--- src/verilog/spc_pkg.sv ---
// constants for the serial port configuration register group
package spc_pkg;
   localparam logic [11:0] SPC_SETUP_OFS = 12'h000;
   localparam logic [11:0] SPC_VARIANT_OFS = 12'h003;
   localparam logic [11:0] SPC_BANK_OFS = 12'h004;
   localparam logic [11:0] SPC_TAG_LO_OFS = 12'h005;
   localparam logic [11:0] SPC_TAG_HI_OFS = 12'h006;
   localparam int SPC_SPLIT_BIT = 7;
   localparam int SPC_LSB_BIT = 6;
   localparam int SPC_SRST_BIT = 5;
   localparam int SPC_BANK_BIT = 0;
   localparam logic SPC_SPLIT_RST = 1'b0;
   localparam logic SPC_LSB_RST = 1'b0;
   localparam logic SPC_BANK_RST = 1'b0;
   localparam logic [15:0] SPC_TAG_RST = 16'h0000;
   // arbitrary value, not tied to any real part
   localparam logic [7:0] SPC_VARIANT_DEF = 8'h5a;
endpackage

--- src/verilog/spc_pin_steer.sv ---
// data pin steering for three-wire and four-wire operation
`timescale 1ns/1ps
module spc_pin_steer
   import spc_pkg::*;
(
   input wire logic clk,
   input wire logic rst,
   input wire logic split,
   input wire logic read_bit,
   input wire logic read_drive,
   input wire logic data_pin_i,
   output logic data_pin_o,
   output logic data_pin_oe,
   output logic serial_output_pin_o,
   output logic serial_output_pin_oe,
   output logic data_in_sync
);
   logic meta_q, meta_d, sync_q, sync_d;

   always_comb begin
      meta_d = data_pin_i;
      sync_d = meta_q;
   end

   always_ff @(posedge clk) begin
      if (rst) begin
         meta_q <= 1'b0;
         sync_q <= 1'b0;
      end else begin
         meta_q <= meta_d;
         sync_q <= sync_d;
      end
   end

   assign data_in_sync = sync_q;
   assign data_pin_o = read_bit;
   assign data_pin_oe = read_drive && !split;
   assign serial_output_pin_o = read_bit;
   assign serial_output_pin_oe = read_drive && split;
endmodule

--- src/verilog/spc_config_regs.sv ---
// serial port configuration register group with buffer and active banks
//
// Summary of operation
// - split bit clear: data pin carries writes and reads, output pin floats.
// - split bit set: reads leave only on the separate output pin.
// - order bit clear: msb first, address decrements per byte.
// - order bit set: lsb first, address increments per byte.
// - in i2c mode the order bit is ignored and bits 7:6 read zero and take no writes; a held split bit still steers reads.
// - soft reset with load pin high reloads all from nonvolatile memory.
// - soft reset with load pin low restores defaults; bit self-clears.
// - eight-bit read-only variant identifier; writes do nothing.
// - bank select clear: reads return buffer registers.
// - bank select set: reads return active registers.
// - sixteen-bit version tag, low byte first, high byte next.
// - version tag resets to zero, saved in memory, affects nothing.
`timescale 1ns/1ps
module spc_config_regs
   import spc_pkg::*;
#(
   parameter logic [7:0] VARIANT_ID = SPC_VARIANT_DEF
)
(
   input wire logic clk,
   input wire logic rst,
   input wire logic i2c_mode,
   input wire logic nvm_load_pin,
   input wire logic reg_wr,
   input wire logic reg_rd,
   input wire logic [11:0] reg_addr,
   input wire logic [7:0] reg_wdata,
   input wire logic io_update,
   input wire logic [7:0] nvm_setup,
   input wire logic [7:0] nvm_bank,
   input wire logic [15:0] nvm_tag,
   input wire logic read_bit,
   input wire logic read_drive,
   input wire logic data_pin_i,
   output logic [7:0] reg_rdata,
   output logic shift_lsb_first,
   output logic addr_step_up,
   output logic output_pin_split,
   output logic [15:0] user_version_tag,
   output logic nvm_reload,
   output logic data_pin_o,
   output logic data_pin_oe,
   output logic serial_output_pin_o,
   output logic serial_output_pin_oe,
   output logic data_in_sync
);
   logic split_q, split_d, lsb_q, lsb_d, bank_q, bank_d, srst_q, srst_d;
   logic [15:0] tag_buf_q, tag_buf_d, tag_act_q, tag_act_d;
   logic [7:0] rdata_q, rdata_d;
   logic pin_meta_q, pin_meta_d, pin_sync_q, pin_sync_d;
   logic [7:0] setup_view;

   // low nibble reads as the mirror of the high nibble
   function automatic logic [7:0] mirror_byte(input logic [3:0] hi);
      mirror_byte = {hi, hi[0], hi[1], hi[2], hi[3]};
   endfunction

   // both upper bits read as zero in i2c mode
   assign setup_view = mirror_byte({split_q & !i2c_mode, lsb_q & !i2c_mode, srst_q, 1'b0});

   always_comb begin
      pin_meta_d = nvm_load_pin;
      pin_sync_d = pin_meta_q;
   end

   always_comb begin
      split_d = split_q;
      lsb_d = lsb_q;
      bank_d = bank_q;
      srst_d = 1'b0;
      tag_buf_d = tag_buf_q;
      tag_act_d = tag_act_q;
      if (srst_q) begin
         if (pin_sync_q) begin
            split_d = nvm_setup[SPC_SPLIT_BIT];
            lsb_d = nvm_setup[SPC_LSB_BIT];
            bank_d = nvm_bank[SPC_BANK_BIT];
            tag_buf_d = nvm_tag;
            tag_act_d = nvm_tag;
         end else begin
            split_d = SPC_SPLIT_RST;
            lsb_d = SPC_LSB_RST;
            bank_d = SPC_BANK_RST;
            tag_buf_d = SPC_TAG_RST;
            tag_act_d = SPC_TAG_RST;
         end
      end else begin
         if (io_update) begin
            tag_act_d = tag_buf_q;
         end
         if (reg_wr) begin
            case (reg_addr)
               SPC_SETUP_OFS: begin
                  split_d = i2c_mode ? split_q : reg_wdata[SPC_SPLIT_BIT];
                  lsb_d = i2c_mode ? lsb_q : reg_wdata[SPC_LSB_BIT];
                  srst_d = reg_wdata[SPC_SRST_BIT];
               end
               SPC_BANK_OFS: bank_d = reg_wdata[SPC_BANK_BIT];
               SPC_TAG_LO_OFS: tag_buf_d[7:0] = reg_wdata;
               SPC_TAG_HI_OFS: tag_buf_d[15:8] = reg_wdata;
               default: ;
            endcase
         end
      end
   end

   always_comb begin
      rdata_d = rdata_q;
      if (reg_rd) begin
         case (reg_addr)
            SPC_SETUP_OFS: rdata_d = setup_view;
            SPC_VARIANT_OFS: rdata_d = VARIANT_ID;
            SPC_BANK_OFS: rdata_d = {7'h00, bank_q};
            SPC_TAG_LO_OFS: rdata_d = bank_q ? tag_act_q[7:0] : tag_buf_q[7:0];
            SPC_TAG_HI_OFS: rdata_d = bank_q ? tag_act_q[15:8] : tag_buf_q[15:8];
            default: rdata_d = 8'h00;
         endcase
      end
   end

   always_ff @(posedge clk) begin
      if (rst) begin
         split_q <= SPC_SPLIT_RST;
         lsb_q <= SPC_LSB_RST;
         bank_q <= SPC_BANK_RST;
         srst_q <= 1'b0;
         tag_buf_q <= SPC_TAG_RST;
         tag_act_q <= SPC_TAG_RST;
         rdata_q <= 8'h00;
         pin_meta_q <= 1'b0;
         pin_sync_q <= 1'b0;
      end else begin
         split_q <= split_d;
         lsb_q <= lsb_d;
         bank_q <= bank_d;
         srst_q <= srst_d;
         tag_buf_q <= tag_buf_d;
         tag_act_q <= tag_act_d;
         rdata_q <= rdata_d;
         pin_meta_q <= pin_meta_d;
         pin_sync_q <= pin_sync_d;
      end
   end

   assign reg_rdata = rdata_q;
   assign shift_lsb_first = lsb_q && !i2c_mode;
   assign addr_step_up = lsb_q && !i2c_mode;
   assign output_pin_split = split_q;
   assign user_version_tag = tag_act_q;
   assign nvm_reload = srst_q && pin_sync_q;

   spc_pin_steer u_steer (
      .clk(clk),
      .rst(rst),
      .split(split_q),
      .read_bit(read_bit),
      .read_drive(read_drive),
      .data_pin_i(data_pin_i),
      .data_pin_o(data_pin_o),
      .data_pin_oe(data_pin_oe),
      .serial_output_pin_o(serial_output_pin_o),
      .serial_output_pin_oe(serial_output_pin_oe),
      .data_in_sync(data_in_sync)
   );

   // pin steering
   float_pin_a: assert property (@(posedge clk) disable iff (rst)
      !output_pin_split |-> !serial_output_pin_oe)
      else $error("output pin driven while not split");
   split_read_a: assert property (@(posedge clk) disable iff (rst)
      output_pin_split && read_drive |-> serial_output_pin_oe && !data_pin_oe)
      else $error("split read on wrong pin");

   // bit order and i2c masking
   order_msb_a: assert property (@(posedge clk) disable iff (rst)
      reg_wr && reg_addr == SPC_SETUP_OFS && !reg_wdata[6] && !i2c_mode && !srst_q
      |=> !shift_lsb_first && !addr_step_up)
      else $error("msb order not taken");
   order_lsb_a: assert property (@(posedge clk) disable iff (rst)
      reg_wr && reg_addr == SPC_SETUP_OFS && reg_wdata[SPC_LSB_BIT] && !i2c_mode && !srst_q
      ##1 !i2c_mode |-> shift_lsb_first && addr_step_up)
      else $error("lsb order not taken");
   i2c_ignore_a: assert property (@(posedge clk) disable iff (rst)
      i2c_mode |-> !shift_lsb_first)
      else $error("order bit used in i2c mode");
   i2c_split_a: assert property (@(posedge clk) disable iff (rst)
      i2c_mode && reg_wr && reg_addr == SPC_SETUP_OFS && !srst_q
      |=> output_pin_split == $past(output_pin_split))
      else $error("split bit written in i2c mode");

   // soft reset
   reload_nvm_a: assert property (@(posedge clk) disable iff (rst)
      srst_q && pin_sync_q |=> user_version_tag == $past(nvm_tag) && !srst_q)
      else $error("nonvolatile reload wrong");
   reload_def_a: assert property (@(posedge clk) disable iff (rst)
      srst_q && !pin_sync_q |=> user_version_tag == SPC_TAG_RST && !output_pin_split)
      else $error("default reload wrong");
   srst_clear_a: assert property (@(posedge clk) disable iff (rst)
      srst_q |=> !srst_q)
      else $error("soft reset did not clear");

   // readback and version tag
   variant_ro_a: assert property (@(posedge clk) disable iff (rst)
      reg_rd && reg_addr == SPC_VARIANT_OFS |=> reg_rdata == VARIANT_ID)
      else $error("variant id read wrong");
   bank_write_a: assert property (@(posedge clk) disable iff (rst)
      reg_wr && reg_addr == SPC_BANK_OFS && !srst_q |=> bank_q == $past(reg_wdata[0]))
      else $error("bank select not written");
   bank_buf_a: assert property (@(posedge clk) disable iff (rst)
      reg_rd && reg_addr == SPC_TAG_LO_OFS && !bank_q |=> reg_rdata == $past(tag_buf_q[7:0]))
      else $error("buffer readback wrong");
   bank_act_a: assert property (@(posedge clk) disable iff (rst)
      reg_rd && reg_addr == SPC_TAG_HI_OFS && bank_q |=> reg_rdata == $past(tag_act_q[15:8]))
      else $error("active readback wrong");
   tag_write_a: assert property (@(posedge clk) disable iff (rst)
      reg_wr && reg_addr == SPC_TAG_HI_OFS && !srst_q |=> tag_buf_q[15:8] == $past(reg_wdata))
      else $error("tag high byte not written");
   tag_hold_a: assert property (@(posedge clk) disable iff (rst)
      !io_update && !srst_q |=> tag_act_q == $past(tag_act_q))
      else $error("active tag changed without update");

   // unused bits
   unused_zero_a: assert property (@(posedge clk) disable iff (rst)
      reg_rd && reg_addr == SPC_BANK_OFS |=> reg_rdata[7:1] == 7'h00)
      else $error("unused bits not zero");
   setup_gap_a: assert property (@(posedge clk) disable iff (rst)
      reg_rd && reg_addr == SPC_SETUP_OFS |=> reg_rdata[4:3] == 2'b00)
      else $error("setup unused bits not zero");
endmodule

--- config.mk ---
export PLATFORM = sky130hd
export DESIGN_NAME = spc_config_regs
export DESIGN_NICKNAME = d
export VERILOG_FILES = /design/src/verilog/spc_pkg.sv /design/src/verilog/spc_pin_steer.sv /design/src/verilog/spc_config_regs.sv
export SDC_FILE = /design/constraint.sdc
export NUM_CORES = 1
export LEC_CHECK = 0
export ABC_AREA = 1
export BUFFER_PORTS_ARGS = -buffer_cell sky130_fd_sc_hd__buf_4
export CAP_MARGIN = 20
export CELL_PAD_IN_SITES_DETAIL_PLACEMENT = 1
export CELL_PAD_IN_SITES_GLOBAL_PLACEMENT = 2
export CORE_UTILIZATION = 25
export CTS_CLUSTER_DIAMETER = 120
export DETAILED_ROUTE_END_ITERATION = 8
export GPL_ROUTABILITY_DRIVEN = 1
export PLACE_DENSITY = 0.84
export SYNTH_ARGS = -nofsm -noshare
export SYNTH_HDL_FRONTEND = slang
export SYNTH_SLANG_ARGS = --single-unit
export TNS_END_PERCENT = 10
--- constraint.sdc ---
create_clock -name clk -period 1.9 [get_ports clk]
set_clock_uncertainty 0.2 [all_clocks]
set_input_delay 0.19 -clock clk [delete_from_list [all_inputs] [get_ports clk]]
set_output_delay 0.19 -clock clk [all_outputs]
set_load 0.02 [all_outputs]
==> results of run 1 <==
-- cell usage in the layout, fill, tap and decap left out, drive strengths merged --
cell type    netlist  layout
inv               33      34
o21ai             43      43
nor3               4       4
nand3             44      44
clkbuf             8       5
nand2             84      84
dlygate4sd3        0      19
nand4              5       5
dfxtp             48      48
clkinvlp           0       1
bufinv             0       1
buf               15      93
a21oi             40      40
nor2              50      50
and2               1       1
-- path summary, 6_finish.rpt --
check	end	cells after the start	slack [ns]	from
worst max-delay path	nvm_reload	4	0.22	srst_q
worst min-delay path	user_version_tag[0]	3	0.002	nvm_tag[0]
worst max register to register	reg_rdata[4]	7	0.39	bank_q
worst min register to register	u_steer.data_in_sync	2	0.21	u_steer.meta_q
-- metrics by stage --
stage	instance area [sq um]	total power (W)
2_1_floorplan	2500	0.00118
3_3_place_gp	3260	0.00131
3_5_place_dp	3260	0.00132
4_1_cts	3560	0.00213
5_1_grt	3570	0.00220
6_report	3570	0.00210
-- synth_stat cells (all sizes together) --
master / n
o21ai: 43
and2: 1
dfxtp: 48
buf: 15
nand4: 5
nand2: 84
nor2: 50
nor3: 4
inv: 33
a21oi: 40
nand3: 44
clkbuf: 8
-- worst min-delay path: cells and delay by family --
family	cells	cell delay (ns)
compound gates	1	0.12
buf+inv	1	0.08
simple gates	1	0.08
-- registers in the layout, indices dropped and copies added, names as in the netlist --
name / count
reg_rdata: 8
output_pin_split: 1
u_steer.meta_q: 1
bank_q: 1
pin_sync_q: 1
u_steer.data_in_sync: 1
srst_q: 1
user_version_tag: 16
pin_meta_q: 1
lsb_q: 1
tag_buf_q: 16
-- cells by family after synthesis --
logic type / share of synthesized area
AND/OR/NAND/NOR: 0.338
flip-flops: 0.385
buffers and inverters: 0.102
AO/OA/AOI/OAI: 0.175
-- final cells by class --
type,count,area (sq um)
clock buffer,5,68.8
inverter,33,124
tap,133,166
sequential,48,961
fill,1274,6160
clock inverter,3,46.3
timing repair buffer,112,913
multi-input combinational,271,1290
-- power breakdown --
group	total, W	leakage [nW]	switching (W)	internal, W
registers	0.00104	0.390	0.0000160	0.00103
clock network	0.000782	0.0548	0.000384	0.000397
logic	0.000280	1.08	0.000137	0.000142
-- per-layer routing --
layer | vias up | track usage | share of wire
li1 | 1412 | - | -
met1 | 1326 | 0.214 | 0.46
met2 | 59 | 0.317 | 0.49
met3 | 6 | 0.0239 | 0.035
met4 | 0 | 0.0341 | 0.0072
met5 | - | 0 | 0
-- what timing repair did --
item | in CTS | in global routing
endpoints found under the setup margin | 2 | 1
pin swaps | 0 | 0
gates resized for setup | 1 | 1
hold buffers | 19 | 0
hold endpoints to repair | 25 | 0
==> summary.txt, run 1 <==
Status
  – Status: complete, no violations

Global route
  – Overflow after GRT: 0
  – GRT Total Usage: 0.173
  – Global-route wire length before repair: 13800 um
  – Vias in the first global route: 2744
  – Largest net degree at the start of global routing: 26
  – Initial antenna violation count: 0

Drt
  – Via-per-instance ratio: 4.63
  – Routed WL per cell: 14.0 um
  – Detailed-route DRC error count: 0
  – ANT nets after route: 0
  – First-pass DRT Iterations: 4
  – Vias: 2803
  – Number of DRC markers in iteration 0: 82
  – WL final: 8490 um

Setup path
  – Critical Path Most Common Cell: buf_4
  – Worst setup EP type: output pin
  – Crit path max-delay family: flip-flops
  – WP data required: 1.51 ns
  – WP buf/inv: 3
  – Worst-path cell chain: nand2_1 > inv_1 > buf_4 > buf_4
  – Worst EP arrival: 1.29 ns
  – CP Max Fanout: 10
  – Slowest CP cell: dfxtp_1
  – Critical path class: reg2out
  – CP peak stage delay: 0.46 ns
  – Type of origin of the critical path: register

Synth
  – Netlist Area Pre-Place: 2500 sq um
  – Syn Area/Cell: 6.66 sq um
  – Sequential share of the synthesized area: 0.385
  – Yosys reg bits: 48
  – Syn_nets: 437
  – Yosys top cell area share: 0.385
  – Synth Warn #: 0
  – Top cells by area, synth: dfxtp_1, nand2_1, nand3_1
  – Dominant cell type by area after synthesis: dfxtp_1
  – Synthesized instance count: 375
  – Netlist cell types: 23

Clock tree
  – CTS buffer count: 5
  – Clk Latency, worst-skew pair: 0.31 ns
  – CTS sink count: 48
  – Clock root buffer: clkbuf_8
  – CTS tree: yes
  – Clk slew on worst S/H paths: 0.10 ns
  – H-tree depth: 2
  – Clock Path Buffers: 2
  – Post-CTS Repair Setup Buffers: 0

Flow run
  – MaxCap Viol Count: 0

Placement
  – Port-buffer cells: 78
  – Placed cells: 578
  – Setup slack at placement: 0.0196 ns
  – Global placement routability congestion: 0.750
  – Dpl hpwl: 6550 um

Min path
  – Worst hold path type: in2reg

Floorplanning
  – Initial core utilization: 0.257
  – Die span in y: 102 um
  – Die area: 10400 sq um
  – Chip Width: 102 um
  – Std cell rows: 36
  – CORE AREA: 9730 sq um
  – I/O pin cnt: 95

Timing
  – Setup violators final: 0
  – Tmin final: 1.68 ns
  – Fin worst setup slack: 0.223 ns
  – Final worst-path cycle share: 0.882
  – Slew @ Worst Pin: 0.470 ns
  – RSZ-0062 raised after global routing: no
  – Hold_ws: 0.00228 ns
  – Hold violation count in the final report: 0
  – Final setup TNS: 0 ns
  – Slew headroom: 0.686
  – Final slew viol count: 0
  – Max Clk Rate: 0.596 GHz

Power and ir drop
  – Peak supply drop: 0.277 mV
  – Leak: 1.53 nW
  – PD cells: 589 nW/um^2

Finish
  – Fin nets: 533
  – Final Core Density: 0.367
  – Final non-filler cell total: 605
  – Layout area overhead: 42.9%
  – Layout cells sized above 1: 0.250
  – ANT cells: 0
Note: power is estimated with default switching activity, not from simulation.
==> run 2, diff against run 1 <==
Settings changed: CORE_ASPECT_RATIO set to 0.8, REMOVE_ABC_BUFFERS set to 1.
==> summary.txt, run 2 (synthesis gave the netlist of run 1 again) <==
Status
  – Status: complete, but fails checks
  – Violated checks: negative hold slack

Global route
  – Global-route wire length before repair: 13900 um (+0.90%)
  – Vias in the first global route: 2831 (+3.2%)
  – Largest net degree at the start of global routing: 35 (+35%)
  – Overflow after GRT: 0 (unchanged)
  – GRT Total Usage: 0.170 (-0.00245)
  – Initial antenna violation count: 0 (unchanged)

Setup path
  – Critical Path Most Common Cell: buf_4
  – Worst EP arrival: 1.30 ns (about the same)
  – Type of origin of the critical path: register
  – Crit path capture: nvm_reload
  – R2r setup slk: 0.31 ns (-0.08 ns)
  – Slowest CP cell: dfxtp_1
  – WP data required: 1.51 ns (about the same)
  – Worst setup EP type: output pin
  – Critical path startpoint: srst_q
  – Critical path class: reg2out
  – R2R depth: 6 (-1)
  – Reg2Reg Launch Point: srst_q
  – CP peak stage delay: 0.49 ns (+0.03 ns)
  – Worst-path cell chain: nand2_1 > inv_1 > buf_4 > buf_4
  – Reg2reg end: tag_buf_q[13]
  – CP Max Fanout: 10 (unchanged)

Flow run
  – MaxCap Viol Count: 0 (unchanged)

Timing
  – Max Clk Rate: 0.590 GHz (-1.1%)
  – Slew headroom: 0.693 (+0.00668)
  – Final slew viol count: 0 (unchanged)
  – Final worst-path cycle share: 0.892 (+0.00969)
  – Tmin final: 1.69 ns (+0.0184 ns)
  – Hold_ws: -0.00298 ns (-0.00527 ns)
  – Final setup TNS: 0 ns (unchanged)
  – Slew @ Worst Pin: 0.460 ns (-0.0100 ns)
  – RSZ-0062 raised after global routing: no
  – Hold violation count in the final report: 3 (+3)
  – Setup violators final: 0 (unchanged)
  – Fin worst setup slack: 0.205 ns (-0.0184 ns)

Power and ir drop
  – Peak supply drop: 0.308 mV (+11%)
  – Leak: 1.54 nW (+0.63%)
  – PD cells: 663 nW/um^2 (+13%)

Clock tree
  – CTS buffer count: 5 (unchanged)
  – Clock Path Buffers: 2 (unchanged)
  – Post-CTS Repair Setup Buffers: 0 (unchanged)
  – Clock root buffer: clkbuf_16
  – CTS sink count: 48 (unchanged)
  – Clk slew on worst S/H paths: 0.07 ns (-0.03 ns)
  – CTS tree: yes
  – Clk Latency, worst-skew pair: 0.29 ns (-0.02 ns)
  – H-tree depth: 2 (unchanged)

Drt
  – Number of DRC markers in iteration 0: 66 (-20%)
  – Via-per-instance ratio: 4.61 (-0.40%)
  – Detailed-route DRC error count: 0 (unchanged)
  – Vias: 2778 (-0.89%)
  – ANT nets after route: 0 (unchanged)
  – WL final: 8310 um (-2.1%)
  – Routed WL per cell: 13.8 um (-1.6%)
  – First-pass DRT Iterations: 4 (unchanged)

Placement
  – Setup slack at placement: 0.143 ns (+0.124 ns)
  – Dpl hpwl: 6170 um (-5.9%)
  – Area after DPL: 3270 sq um (+0.50%)
  – Port-buffer cells: 78 (unchanged)
  – Global placement routability congestion: 0.782 (+4.3%)

Floorplanning
  – Die span in y: 91.4 um (-10%)
  – Die area: 10400 sq um (about the same)
  – CORE AREA: 9690 sq um (-0.41%)
  – I/O pin cnt: 95 (unchanged)
  – Chip Width: 114 um (+12%)
  – Std cell rows: 32 (-11%)
  – Initial core utilization: 0.258 (+0.00106)

Finish
  – Commonest non-fill, non-tap cell in the layout: buf_4
  – Layout cells sized above 1: 0.251 (+0.00107)
  – Area of the multi-input gates: 1280 sq um (-0.58%)
  – Fill cell total of the finished layout: 1250 (-1.9%)
  – Most frequent cells in the layout: buf_4, nand2_1, dfxtp_1
  – Layout area overhead: 43.3%
  – ANT cells: 0 (unchanged)
  – Final Core Density: 0.370 (+0.00268)
  – FF/Latch Area: 961 sq um (unchanged)
  – Post-route cell area: 3580 sq um (+0.32%)
  – Fin nets: 527 (-1.1%)

Min path
  – Worst hold path type: in2reg
==> run 2: worst max-delay path, delay by kind of cell, from the launching register on <==
| family | cells | cell delay [ns] |
|---|---|---|
| buffers and inverters | 3 | 0.43 |
| flip-flops | 1 | 0.49 |
| AND/OR/NAND/NOR | 1 | 0.09 |
==> run 2: report_power, final <==
group          total (W)  internal, W  switching, W  leakage (nW)
clock            0.00106     0.000660      0.000403        0.0871
sequential       0.00104      0.00103     0.0000152         0.390
combinational   0.000271     0.000136      0.000135          1.06
total            0.00238      0.00182      0.000553          1.54
==> run 2: cell type report <==
class / instances / share of cell area
repair buffers: 106 / 0.242
clock buffers: 6 / 0.0388
multi-input cells: 271 / 0.358
inverters: 33 / 0.0346
well taps: 136 / 0.0475
clock inverters: 2 / 0.0108
flip-flops and latches: 48 / 0.268
==> run 2: worst min path at each step <==
stage	from	endpoint	slack (ns)	cells after the start
global placement	read_bit	serial_output_pin_o	0.18	0
global route	nvm_tag[13]	user_version_tag[13]	0.009	3
finish	nvm_tag[0]	user_version_tag[0]	-0.003	3
floorplan	rst	bank_q	0.06	1
detailed placement	read_bit	serial_output_pin_o	0.18	0
CTS	nvm_tag[0]	user_version_tag[0]	0.0009	3
==> run 2: metal layers <==
layer / global-route usage / wire [um] / vias up
li1: - / - / 1405
met1: 0.222 / 4110 / 1308
met2: 0.292 / 3820 / 58
met3: 0.0274 / 302 / 7
met4: 0.0390 / 74 / 0
met5: 0 / 0 / -
==> run 2: repair_timing <==
action                                 in CTS  in global routing
hold buffers                               13                  0
gates resized for setup                     0                  0
endpoints found under the hold margin      13                  0
==> run 2: through the flow <==
| stage | hold slack (ns) | cells | total power (W) |
|---|---|---|---|
| finish | -0.00298 | 602 | 0.00238 |
| CTS | 0.000942 | 602 | 0.00239 |
| detailed placement | 0.180 | 581 | 0.00132 |
| global placement | 0.180 | 581 | 0.00131 |
| global route | 0.00892 | 602 | 0.00246 |
| floorplan | 0.0591 | 352 | 0.00116 |
